[config.mk]
export PLATFORM = sky130hd
export DESIGN_NAME = ssm_unit_flat
export DESIGN_NICKNAME = d
export VERILOG_FILES = /design/src/verilog/ssm_pkg.sv /design/src/verilog/ssm_if.sv /design/src/verilog/ssm_unit.sv /design/src/flat_wrapper.sv
export SDC_FILE = /design/constraint.sdc
export NUM_CORES = 1
export LEC_CHECK = 0
export BUFFER_PORTS_ARGS = -buffer_cell sky130_fd_sc_hd__buf_2
export CELL_PAD_IN_SITES_DETAIL_PLACEMENT = 1
export CELL_PAD_IN_SITES_GLOBAL_PLACEMENT = 1
export CORE_MARGIN = 10
export CORE_UTILIZATION = 45
export DETAILED_ROUTE_END_ITERATION = 16
export GPL_TIMING_DRIVEN = 0
export PLACE_DENSITY_LB_ADDON = 0.08
export SLEW_MARGIN = 20
export SYNTH_ARGS = -nofsm -noshare
export SYNTH_HDL_FRONTEND = slang
export SYNTH_SLANG_ARGS = --single-unit
export TNS_END_PERCENT = 50
[constraint.sdc]
create_clock -name clk_in -period 5 [get_ports clk_in]
set_input_delay 1.5 -clock clk_in [delete_from_list [all_inputs] [get_ports clk_in]]
set_output_delay 1.5 -clock clk_in [all_outputs]
set_load 0.1 [all_outputs]
[src/verilog/ssm_pkg.sv]
// Notes on behaviour
// - subtract stores first minus second, fraction only
// - magnitude at least one raises capacity exceeded
// - stored sign follows untruncated difference sign
// - first execute holds first operand, word recirculates
// - second execute forms difference within one cycle
// - fourth execute delivers next order word
// - compare reuses subtract, sends result to dispatcher
// - dispatcher picks third on minus, else fourth
// - compare leaves memory unchanged, recirculates next order
// - compare final execute waits two minor cycles
// - multiply loads two tanks, runs 43 cycles
// - multiply never raises capacity exceeded
// - round product at digit 44, drop 44-86
// - round carry injected on final pass
// - zero rounded product gets plus sign
// - multiply store no earlier than 43 cycles
// - both zeros decode as zero, encode plus except on capacity exceeded
package ssm_pkg;
    localparam int DIG_W = 43;
    localparam int WORD_W = 44;
    localparam int SIGN_POS = 43;
    localparam int MUL_CYCLES = 43;
    localparam int CMP_GAP = 2;
    localparam logic [5:0] MUL_CNT_INIT = 6'h2B;
    localparam logic [1:0] CMP_GAP_CNT = 2'h2;
    typedef enum logic [1:0] {
        SSM_OP_SUB = 2'h0,
        SSM_OP_CMP = 2'h1,
        SSM_OP_MUL = 2'h2,
        SSM_OP_NONE = 2'h3
    } ssm_op_e;
endpackage

[src/verilog/ssm_if.sv]
`timescale 1ns/1ps
// link between dispatcher end and arithmetic unit end
interface ssm_if;
    logic [1:0] op;
    logic [2:0] exec_sel;
    logic exec_stb;
    logic [43:0] mem_word;
    logic [43:0] store_word;
    logic store_vld;
    logic [43:0] recirc_word;
    logic [43:0] next_order;
    logic next_order_vld;
    logic cap_exceeded;
    logic cmp_sign;
    logic cmp_vld;
    logic busy;
    modport unit (input op, exec_sel, exec_stb, mem_word, output store_word, store_vld, recirc_word,
        next_order, next_order_vld, cap_exceeded, cmp_sign, cmp_vld, busy);
    modport disp (output op, exec_sel, exec_stb, mem_word, input store_word, store_vld, recirc_word,
        next_order, next_order_vld, cap_exceeded, cmp_sign, cmp_vld, busy);
endinterface

[src/verilog/ssm_unit.sv]
`timescale 1ns/1ps
// arithmetic unit: subtract, compare, multiply with round-off
module ssm_unit (
    input wire logic clk_in,
    input wire logic rst_n_in,
    ssm_if.unit link,
    output logic busy_out
);
    import ssm_pkg::*;
    typedef struct packed {
        logic [43:0] tank1;
        logic [43:0] tank2;
        logic [43:0] result;
        logic [42:0] acc;
        logic [42:0] mplier;
        logic [5:0] cnt;
        logic [1:0] op;
        logic [43:0] store_word;
        logic store_vld;
        logic [43:0] recirc_word;
        logic [43:0] next_order;
        logic next_order_vld;
        logic cap_exceeded;
        logic cmp_sign;
        logic cmp_vld;
        logic busy;
    } ssm_unit_s;
    ssm_unit_s st_r, st_nxt;
    logic [44:0] diff_mag;
    logic diff_neg;
    logic [43:0] addend;
    logic [43:0] sum;
    logic [42:0] prod_mag;
    always_comb begin
        diff_mag = '0;
        diff_neg = 1'b0;
        if (st_r.tank1[SIGN_POS] == link.mem_word[SIGN_POS]) begin // operands like-signed: subtract magnitudes
            if (st_r.tank1[42:0] >= link.mem_word[42:0]) begin
                diff_mag = {2'h0, st_r.tank1[42:0] - link.mem_word[42:0]};
                diff_neg = st_r.tank1[SIGN_POS] && (diff_mag != '0);
            end else begin
                diff_mag = {2'h0, link.mem_word[42:0] - st_r.tank1[42:0]};
                diff_neg = !st_r.tank1[SIGN_POS];
            end
        end else begin
            diff_mag = {2'h0, st_r.tank1[42:0]} + {2'h0, link.mem_word[42:0]};
            diff_neg = st_r.tank1[SIGN_POS] && (diff_mag != '0); // -0 minus +0 still gives +0
        end
    end
    // one serial step: add multiplicand if multiplier bit set; last step adds round carry
    always_comb begin
        addend = st_r.mplier[0] ? {1'b0, st_r.tank2[42:0]} : 44'h0;
        sum = {1'b0, st_r.acc} + addend + {43'h0, (st_r.cnt == 6'h01)};
        prod_mag = st_r.acc;
    end
    always_comb begin
        st_nxt = st_r;
        st_nxt.store_vld = 1'b0;
        st_nxt.next_order_vld = 1'b0;
        st_nxt.cmp_vld = 1'b0;
        if (st_r.cnt != 6'h00) begin
            // shift right keeps high half; low half drops, so the round carry at the
            // final pass lands as one half unit of digit 43
            st_nxt.acc = sum[43:1];
            st_nxt.mplier = {1'b0, st_r.mplier[42:1]};
            st_nxt.cnt = st_r.cnt - 6'h01;
            if (st_r.cnt == 6'h01) begin
                st_nxt.busy = 1'b0;
            end
        end
        if (link.exec_stb) begin
            st_nxt.recirc_word = link.mem_word;
            case (link.exec_sel)
                3'h1: begin
                    st_nxt.op = link.op;
                    st_nxt.tank1 = link.mem_word;
                    st_nxt.cap_exceeded = 1'b0;
                end
                3'h2: begin
                    if (st_r.op == SSM_OP_MUL) begin
                        st_nxt.tank2 = st_r.tank1;
                        st_nxt.tank1 = link.mem_word;
                        st_nxt.mplier = link.mem_word[42:0]; // digits only, sign stays in tank1
                        st_nxt.acc = '0;
                        st_nxt.cnt = MUL_CNT_INIT;
                        st_nxt.busy = 1'b1;
                        st_nxt.cap_exceeded = 1'b0;
                    end else begin
                        st_nxt.result = {diff_neg, diff_mag[42:0]};
                        st_nxt.cap_exceeded = (st_r.op == SSM_OP_SUB) && diff_mag[43];
                        if (st_r.op == SSM_OP_CMP) begin
                            st_nxt.cmp_sign = diff_neg;
                            st_nxt.cmp_vld = 1'b1;
                        end
                    end
                end
                3'h3: begin
                    if (st_r.op == SSM_OP_MUL) begin
                        st_nxt.store_word = {(st_r.tank1[SIGN_POS] ^ st_r.tank2[SIGN_POS]) && (prod_mag != '0),
                            prod_mag};
                        st_nxt.store_vld = !st_r.busy;
                    end else if (st_r.op == SSM_OP_SUB) begin
                        st_nxt.store_word = st_r.result;
                        st_nxt.store_vld = 1'b1;
                    end else begin
                        st_nxt.next_order = link.mem_word;
                        st_nxt.next_order_vld = 1'b1;
                    end
                end
                3'h4: begin
                    st_nxt.next_order = link.mem_word;
                    st_nxt.next_order_vld = 1'b1;
                end
                default: begin
                end
            endcase
        end
    end
    always_ff @(posedge clk_in or negedge rst_n_in) begin
        if (!rst_n_in) begin
            st_r <= '0;
        end else begin
            st_r <= st_nxt;
        end
    end
    assign link.store_word = st_r.store_word;
    assign link.store_vld = st_r.store_vld;
    assign link.recirc_word = st_r.recirc_word;
    assign link.next_order = st_r.next_order;
    assign link.next_order_vld = st_r.next_order_vld;
    assign link.cap_exceeded = st_r.cap_exceeded;
    assign link.cmp_sign = st_r.cmp_sign;
    assign link.cmp_vld = st_r.cmp_vld;
    assign link.busy = st_r.busy;
    assign busy_out = st_r.busy;
endmodule

[src/flat_wrapper.sv]
// flat-port wrapper written by rule: the top's interface ports become plain ports
module ssm_unit_flat import ssm_pkg::*;
  (clk_in, rst_n_in, busy_out, link_op, link_exec_sel, link_exec_stb, link_mem_word, link_store_word, link_store_vld, link_recirc_word, link_next_order, link_next_order_vld, link_cap_exceeded, link_cmp_sign, link_cmp_vld, link_busy);
  ssm_if link_i ();
  input wire logic clk_in;
  input wire logic rst_n_in;
  output logic busy_out;
  input wire logic [$bits(link_i.op)-1:0] link_op;
  input wire logic [$bits(link_i.exec_sel)-1:0] link_exec_sel;
  input wire logic [$bits(link_i.exec_stb)-1:0] link_exec_stb;
  input wire logic [$bits(link_i.mem_word)-1:0] link_mem_word;
  output wire logic [$bits(link_i.store_word)-1:0] link_store_word;
  output wire logic [$bits(link_i.store_vld)-1:0] link_store_vld;
  output wire logic [$bits(link_i.recirc_word)-1:0] link_recirc_word;
  output wire logic [$bits(link_i.next_order)-1:0] link_next_order;
  output wire logic [$bits(link_i.next_order_vld)-1:0] link_next_order_vld;
  output wire logic [$bits(link_i.cap_exceeded)-1:0] link_cap_exceeded;
  output wire logic [$bits(link_i.cmp_sign)-1:0] link_cmp_sign;
  output wire logic [$bits(link_i.cmp_vld)-1:0] link_cmp_vld;
  output wire logic [$bits(link_i.busy)-1:0] link_busy;
  assign link_i.op = link_op;
  assign link_i.exec_sel = link_exec_sel;
  assign link_i.exec_stb = link_exec_stb;
  assign link_i.mem_word = link_mem_word;
  assign link_store_word = link_i.store_word;
  assign link_store_vld = link_i.store_vld;
  assign link_recirc_word = link_i.recirc_word;
  assign link_next_order = link_i.next_order;
  assign link_next_order_vld = link_i.next_order_vld;
  assign link_cap_exceeded = link_i.cap_exceeded;
  assign link_cmp_sign = link_i.cmp_sign;
  assign link_cmp_vld = link_i.cmp_vld;
  assign link_busy = link_i.busy;
  ssm_unit u_core (.clk_in(clk_in), .rst_n_in(rst_n_in), .link(link_i), .busy_out(busy_out));
endmodule
Word-level counts from Yosys, hierarchy flattened
Cells that the tools add are included.

Flip-flop bits (word level): 364. Input port bits: 52. Output and inout port bits: 139. Logic and storage cells: 84.

$add $sub $neg: 6. $lt $le $gt $ge: 1. Equality and inequality tests: 11. Mux-type cells: 26. Bitwise operators: 2. Reductions and logical operators: 22.

Operators with widths (count): 92-bit 2-to-1 mux (3); 232-bit 2-to-1 mux (1); 45-bit 2-to-1 mux (5); 45-bit case mux with 2 select lines (1); 88-bit 2-to-1 mux (1); 44-bit case mux with 2 select lines (1); 43-bit 2-to-1 mux (2); 43-bit nonzero test (2); 43-bit subtractor (2); 45-bit nonzero test (1); 43-bit by 43-bit adder with 44-bit output (1); 43-bit by 44-bit adder with 44-bit output (1); 44-bit by 1-bit adder with 44-bit output (1); 44-bit 2-to-1 mux (1); 43-bit >= comparator (1); 3-bit AND reduction (4); 4-bit AND reduction (2); 3-bit by 2-bit equality test with 1-bit output, second input constant (2); 6-bit by 1-bit equality test with 1-bit output, second input constant (1); 1-bit 2-to-1 mux (6); 2-bit 2-to-1 mux (3); 2-bit nonzero test (3); 6-bit nonzero test (1); 6-bit by 1-bit subtractor with 6-bit output, second input constant (1); other kinds (15) (21).

Depth between registers and ports, before layout
Gate-level depths: netlist of the first run.

Depth after elaboration: 9. Gate-level depth with buffers: 18. Gate-level depth less buffers: 18.

Worst setup path after synthesis of the first run
Ideal clock, no wire load.

Path kind: input port to flip-flop. From: in link_mem_word[0]. To: reg u_core.st_r, in the netlist u_core.link.cmp_sign. Library setup time: 126 ps. Arrival time: 4395 ps. Data required time: 4874 ps. Setup slack: 479 ps. Cell stages on the path: 14. Path buffers: 0. Cell sequence: ha_1 fa_1 nor2b_1 o311ai_1 o211ai_2 nor4b_1 a211oi_1 xnor2_1 nand3b_1 a2111oi_0 nand4_1 nor4_1 or3_1 nand3_1.

Cells in the longest elaborated chain, start to end: 5. Elaborated cells between the ends (all ways): 9. Classes of those cells: 2 x add/sub; 1 x order compare; 2 x mux; 4 x reduce/logical.

Ends and longest elaborated chain: from (decl) (line flat_wrapper.sv:11) `input wire logic [$bits(link_i.mem_word)-1:0] link_mem_word;`; 43-bit subtractor (line ssm_unit.sv:39) `diff_mag = {2'h0, st_r.tank1[42:0] - link.mem_word[42:0]};`; 43-bit nonzero test (line ssm_unit.sv:40) `diff_neg = st_r.tank1[SIGN_POS] && (diff_mag != '0);`; 1-bit logical AND (line ssm_unit.sv:40); 1-bit 2-to-1 mux (line ssm_unit.sv:38) `if (st_r.tank1[42:0] >= link.mem_word[42:0]) begin`; 1-bit 2-to-1 mux * (line ssm_unit.sv:37) `if (st_r.tank1[SIGN_POS] == link.mem_word[SIGN_POS]) begin`; to (signal assigned) (line ssm_unit.sv:123) `st_r <= st_nxt;`; to (decl) (line ssm_unit.sv:28) `ssm_unit_s st_r, st_nxt;`.

Every way passes the cells marked *; elsewhere a longest branch is shown, timed or not. A chain may end at the register's enable or synchronous reset.

Worst setup path after layout of the first run
From: in link_mem_word[8]. To: reg u_core.st_r, in the netlist u_core.link.cmp_sign.

Same word-level chain as after synthesis.

==> results of run 1 <==
## routing by layer
layer  track usage (%)  share of wire [%]  vias up
met5                 0              0.033        -
met4              13.2                4.0        6
met3              5.63                6.6      235
met2              55.8                 46     1009
met1              44.6                 43    13827
li1                  -                  -    11951
## cell type report
| type | instances | area, um^2 | share of cell area (%) |
|---|---|---|---|
| Multi-Input combinational cell | 2464 | 16200 | 52.1 |
| Sequential cell | 364 | 9110 | 29.3 |
| Buffer | 312 | 1780 | 5.71 |
| Clock buffer | 66 | 1270 | 4.09 |
| Timing Repair Buffer | 201 | 1110 | 3.56 |
| Tap cell | 773 | 967 | 3.11 |
| Inverter | 141 | 533 | 1.71 |
| Clock inverter | 12 | 136 | 0.438 |
| Antenna cell | 3 | 7.51 | 0.0241 |
## synthesized netlist by cell type, drive strengths merged, types with 39 or more instances
cell type	n
a21oi	236
o21ai	283
nor4	39
inv	137
a31oi	75
mux2	51
buf	188
clkbuf	127
and2	62
a21o	69
o31ai	74
dfrtp	364
ha	174
nand3	59
nand2	473
nor2	214
xnor2	97
nor3	80
nand4	40
mux2i	55
## flip-flops by register name, summed over array words and instances (netlist names)
register                    count
u_core.link.recirc_word        44
u_core.link.store_vld           1
u_core.link.store_word         44
u_core.busy_out                 1
u_core.st_r                   183
u_core.prod_mag                43
u_core.link.next_order         44
u_core.link.cmp_sign            1
u_core.link.next_order_vld      1
u_core.link.cmp_vld             1
u_core.link.cap_exceeded        1
## where the power goes
| group | internal (uW) | leakage (uW) | switching, uW |
|---|---|---|---|
| logic | 3130 | 0.00924 | 7460 |
| clock network | 1820 | 0.000681 | 1370 |
| registers | 3910 | 0.00459 | 938 |
| total | 8860 | 0.0145 | 9770 |
## worst paths after layout
kind,slack [ns],to,depth (start not counted)
worst min-delay path,0.48,u_core.link.store_word[14],2
max in group asynchronous,3.09,u_core.st_r[179],2
min in group asynchronous,0.89,u_core.prod_mag[8],1
worst min register to register,0.48,u_core.link.store_word[14],2
worst max register to register,0.36,u_core.prod_mag[41],18
worst max-delay path,0.05,u_core.link.cmp_sign,15
## placed cells by master, fill, tap and decap left out, types with 9 or more instances in the layout
master     synthesis  routed
a211oi_1          30      25
a21o_1            69      69
a21oi_1          234     223
a21oi_2            2      12
a31oi_1           74      72
and2_1            61      61
and3_1            20      20
buf_1             24      19
buf_2             22     208
buf_4            141     151
clkbuf_1         127     122
clkbuf_16          0      43
clkbuf_2           0      15
clkbuf_8           0      11
dfrtp_1          364     364
ha_1             174     172
inv_1            128     127
inv_2              9      10
mux2_2            50      50
mux2i_1           55      55
nand2_1          473     473
nand2b_1          33      33
nand3_1           59      58
nand4_1           40      40
nor2_1           213     211
nor2b_1           24      22
nor3_1            80      73
nor4_1            34      26
o211ai_1          18      18
o21a_1             9       9
o21ai_0          266     260
o21ai_1           15      18
o21bai_1          38      37
o31ai_1           71      63
or3_1             25      25
xnor2_1           97      91
xor2_1            26      26
## stage by stage
stage               total power [uW]  instances
floorplan                      11700       3284
global placement               14500       4246
detailed placement             14900       4249
CTS                            18200       4331
global route                   19500       4333
finish                         18600       4336
## logic make-up (layout without fill, tap and decap cells)
logic type	Yosys count	count (layout)	synth area share, %
AOI/OAI and AO/OA	951	951	22.3
xor gates and xnor gates	123	123	3.99
adders and majority gates	178	178	8.35
buffers and inverters	456	732	8.42
DFF	364	364	33.7
muxes	106	106	4.18
other	0	3	0
and+or+nand+nor	1106	1106	19.0
## repair_timing
action	CTS	global route
pin swaps	6	15
buffers inserted	4	5
cloned	0	0
gates resized for setup	58	76
endpoints found under the setup margin	35	40
## tightest hold or removal path, stage by stage, from the launching register on
cell	delay, ns
dfrtp_1	0.34
nand2_1	0.05
o31ai_1	0.05
==> results_dict.tcl, run 1 <==
set metrics [dict create \
    cp_top_family "compound AO/OA/AOI/OAI gates" \
    drv_slew 0 \
    cpMostUsedCell "a211o_1" \
    synth_top_area_cell "dfrtp_1" \
    end_kind "flip-flop" \
    synth.area.top_cells "dfrtp_1 34%, ha_1 8.1%, nand2_1 6.6%" \
    vias 27028 \
    yosys.cell_types.count 99 \
    worstHoldStart "u_core.link.store_word[14]" \
    critPathMaxFanout 6 \
    syn_area_um2 27000 \
    yosysTopAreaCellShare_pct 33.7 \
    chipWidth_um 265 \
    drt-total-wl_mm 123 \
    ys.flop_type "dfrtp_1" \
    clock.fmax_ghz 0.202 \
    drive_gt1_share_pct 17.5 \
    slowest_delay_ns 0.47 \
    place_area_um2 29000 \
    ant_nets 0 \
    synth_nets 3514 \
    final_util_pct 52.5 \
    startpoint "link_mem_word[8]" \
    crit_type "in -> reg" \
    grt_pass1_wl_mm 184 \
    period_share_pct 99.0 \
    io-pin-count 191 \
    drtIter0Drc 2331 \
    hold_ws_ns 0.477 \
    fin_area_um2 31100 \
    place_congestion 1.01 \
    cts_made_buffers 43 \
    overflow 0 \
    worst_setup_path_start_kind "primary input" \
    grt_antenna_before_repair 6 \
    critPathBufInv 3 \
    hold_class "reg -> reg" \
    grt_pass1_vias 28554 \
    post-route-min-period_ns 4.95 \
    clock_path_buffers 3 \
    cp.arrival_ns 5.44 \
    dp_hpwl_mm 98.2 \
    clock_sinks 364 \
    io_buffers 189 \
    cap_violations 0 \
    syn_avg_cell_area_um2 8.23 \
    tns_ns 0 \
    die_h_um 265 \
    setup_viol_count_final 0 \
    synth-seq-area-share_pct 33.7 \
    start_util_pct 45.6 \
    synth_edf_count 0 \
    num_rows 89 \
    root_buffer "clkbuf_16" \
    required_ns 5.49 \
    nNetsFinal 3757 \
    fin_ws_ns 0.0476 \
    dp_slack_ns -1.15 \
    viasPerCell 6.23 \
    wire_per_inst_um 28.3 \
    peakVddDrop_v 0.000332 \
    leakagePower_uw 0.0145 \
    grt_max_degree 100 \
    core-area_um2 59200 \
    htree_levels 2 \
    slew_headroom_pct 16.9 \
    syn2layout_area_growth_pct 15.1 \
    drt-pass1-iter-count 5 \
    r2r-start "u_core.st_r[146]" \
    insertion_delay_ns 0.61 \
    synth_warnings 0 \
    dieArea_um2 70200 \
    remaining_drc_errors 0 \
    cp_slowest_cell "a211o_1" \
    outcome "completed" \
    syn_inst 3284 \
    async_reset_ff_share_pct 100 \
    ctsHoldBuffers 0 \
    clkTransAtPathRegs_ns 0.06 \
    finClkSkew_ns 0.0155 \
    synth_seq_cells 364 \
    nFillCells 7203 \
    hold_violations 0 \
    cts_tree "done" \
    p_per_area_nw_per_um2 599 \
    worst_pin_slew_ns 1.24 \
    grtUsageTotal_pct 34.1 \
    crit_chain "buf_2 -> inv_1 -> ha_2 -> inv_2 -> a21oi_2 -> o31ai_2 -> nand3b_1 -> a211o_1 -> a31o_2 -> a211o_1 -> xnor2_1 -> nand4_1 -> nor4_4 -> or3_1 -> nand3_1" \
]
Power figures use the tool's default switching activity.
==> run 2: changes to the inputs <==
- CELL_PAD_IN_SITES_GLOBAL_PLACEMENT: 1 -> 2
- CORE_UTILIZATION: 45 -> 38
==> run 2 against run 1 <==
Against the previous run: register-to-register slack got worse by 0.08 ns; flip-flop and latch count unchanged; first-iteration DRC count is 16% lower; count of clock-buffer cells in the layout shrank 2; final cell count increased by 4.3%; non-clock buffer count rose by 13; critical path depth is the same; die area increased by 17%; worst setup slack worse by 0.034 ns; largest power group unchanged.
==> results_dict.tcl, run 2 (synthesized netlist as in run 1, its figures left out) <==
set metrics [dict create \
    outcome "completed" \
    dp_hpwl_mm 101 \
    tns_ns 0 \
    worst_pin_slew_ns 1.03 \
    root_buffer "clkbuf_16" \
    slowest_delay_ns 0.54 \
    io-pin-count 191 \
    clkTransAtPathRegs_ns 0.06 \
    largest_reg_flops 183 \
    final_common_cell "nand2_1" \
    drt-total-wl_mm 125 \
    reg2reg_slack_ns 0.28 \
    core-area_um2 70300 \
    regMostFlops "u_core.st_r" \
    setup_viol_count_final 0 \
    drv_slew 0 \
    grt_pass1_wl_mm 186 \
    nNetsFinal 3772 \
    num_rows 97 \
    start_util_pct 38.5 \
    hold_class "reg -> reg" \
    critPathMaxFanout 10 \
    syn2layout_area_growth_pct 16.8 \
    htree_levels 2 \
    drt-pass1-iter-count 6 \
    finClkSkew_ns 0.0282 \
    dieArea_um2 82200 \
    nFillCells 8461 \
    viasPerCell 5.86 \
    r2r_cells 18 \
    drive_gt1_share_pct 18.2 \
    cap_violations 0 \
    fin_area_um2 31600 \
    worst_setup_path_start_kind "primary input" \
    timing.rr.end "u_core.prod_mag[41]" \
    wire_per_inst_um 27.6 \
    insertion_delay_ns 0.63 \
    crit_chain "buf_2 -> inv_1 -> ha_1 -> buf_2 -> clkbuf_2 -> a21oi_1 -> o21ai_0 -> o31ai_2 -> a211oi_2 -> or3_1 -> a21oi_1 -> o21ai_0 -> xnor2_1 -> a21boi_0 -> o211ai_1" \
    post-route-min-period_ns 4.99 \
    r2r-start "u_core.st_r[146]" \
    period_share_pct 99.7 \
    clock.fmax_ghz 0.201 \
    dp_cells 4418 \
    grt_antenna_before_repair 10 \
    grt_max_degree 96 \
    end_kind "flip-flop" \
    io_buffers 189 \
    place_congestion 0.969 \
    chipWidth_um 287 \
    slew_headroom_pct 31.5 \
    rsz0062_at_grt "true" \
    cp.arrival_ns 5.46 \
    drtIter0Drc 1967 \
    cts_tree "done" \
    remaining_drc_errors 0 \
    finalPower_uw 18800 \
    die_h_um 287 \
    hold_violations 0 \
    cp_slowest_cell "o31ai_2" \
    leakagePower_uw 0.0147 \
    grtUsageTotal_pct 29.6 \
    peakVddDrop_v 0.000460 \
    endpoint "u_core.st_r[268]" \
    p_per_area_nw_per_um2 595 \
    startpoint "link_mem_word[7]" \
    overflow 0 \
    required_ns 5.47 \
    vias 26504 \
    crit_type "in -> reg" \
    clock_path_buffers 3 \
    final_cell_mix "471 x nand2_1, 364 x dfrtp_1, 261 x o21ai_0" \
    clock_sinks 364 \
    cts_made_buffers 45 \
    ant_nets 0 \
    layout.cells.non_filler 4521 \
    grt_pass1_vias 27705 \
    place_area_um2 29300 \
]
[run 2: critical path, delay by kind of cell]
kind / cells / cell delay (ns)
buf+inv: 4 / 0.68
fa+ha+maj: 1 / 0.31
xor+xnor: 1 / 0.17
simple gates: 1 / 0.40
compound gates: 8 / 2.37
[run 2: worst min path at each step]
stage / cells after the start / slack (ns) / start / endpoint
finish: 2 / 0.47 / u_core.st_r[318] / u_core.st_r[318]
global route: 2 / 0.50 / u_core.st_r[279] / u_core.st_r[279]
CTS: 2 / 0.47 / u_core.st_r[318] / u_core.st_r[318]
detailed placement: 2 / 0.46 / u_core.st_r[318] / u_core.st_r[318]
global placement: 2 / 0.46 / u_core.st_r[296] / u_core.st_r[296]
floorplan: 2 / 0.44 / u_core.st_r[318] / u_core.st_r[318]
[run 2: final cells by class]
type | count | area (um^2) | area share (%)
diodes | 6 | 15.0 | 0.0476
clock inverters | 16 | 215 | 0.682
inverters | 141 | 531 | 1.68
multi-input cells | 2464 | 16200 | 51.3
clock buffers | 64 | 1300 | 4.11
flip-flops and latches | 364 | 9110 | 28.9
plain buffers | 311 | 1770 | 5.62
well taps | 940 | 1180 | 3.73
repair buffers | 215 | 1250 | 3.97
[run 2: metrics by stage]
step | setup slack, ns | hold slack [ns] | utilization [%]
finish | 0.0137 | 0.465 | 44.9
global route | -0.000643 | 0.499 | 44.9
CTS | -0.0163 | 0.473 | 44.3
detailed placement | -1.24 | 0.459 | 41.7
global placement | -4.88 | 0.457 | 41.5
floorplan | 0.479 | 0.438 | -
[run 2: per-layer routing]
metal | global-route usage, % | up-vias | wire, um
met5 | 0 | - | 10
met4 | 7.25 | 2 | 3360
met3 | 3.71 | 172 | 6550
met2 | 49.3 | 763 | 58600
met1 | 40.2 | 13568 | 56400
li1 | - | 11999 | -
[run 2: repair_timing]
action | 4_1_cts | 5_1_grt
buffers inserted | 8 | 13
resized for setup | 58 | 79
pin swaps | 8 | 25
endpoints found under the setup margin | 47 | 40
hold buffers | 0 | 0
[run 2: power breakdown]
| group | total [uW] | leakage [uW] | switching [uW] | internal [uW] |
|---|---|---|---|---|
| clock network | 3380 | 0.000742 | 1410 | 1970 |
| logic | 10600 | 0.00932 | 7440 | 3140 |
| registers | 4830 | 0.00459 | 919 | 3910 |
| total | 18800 | 0.0147 | 9770 | 9020 |
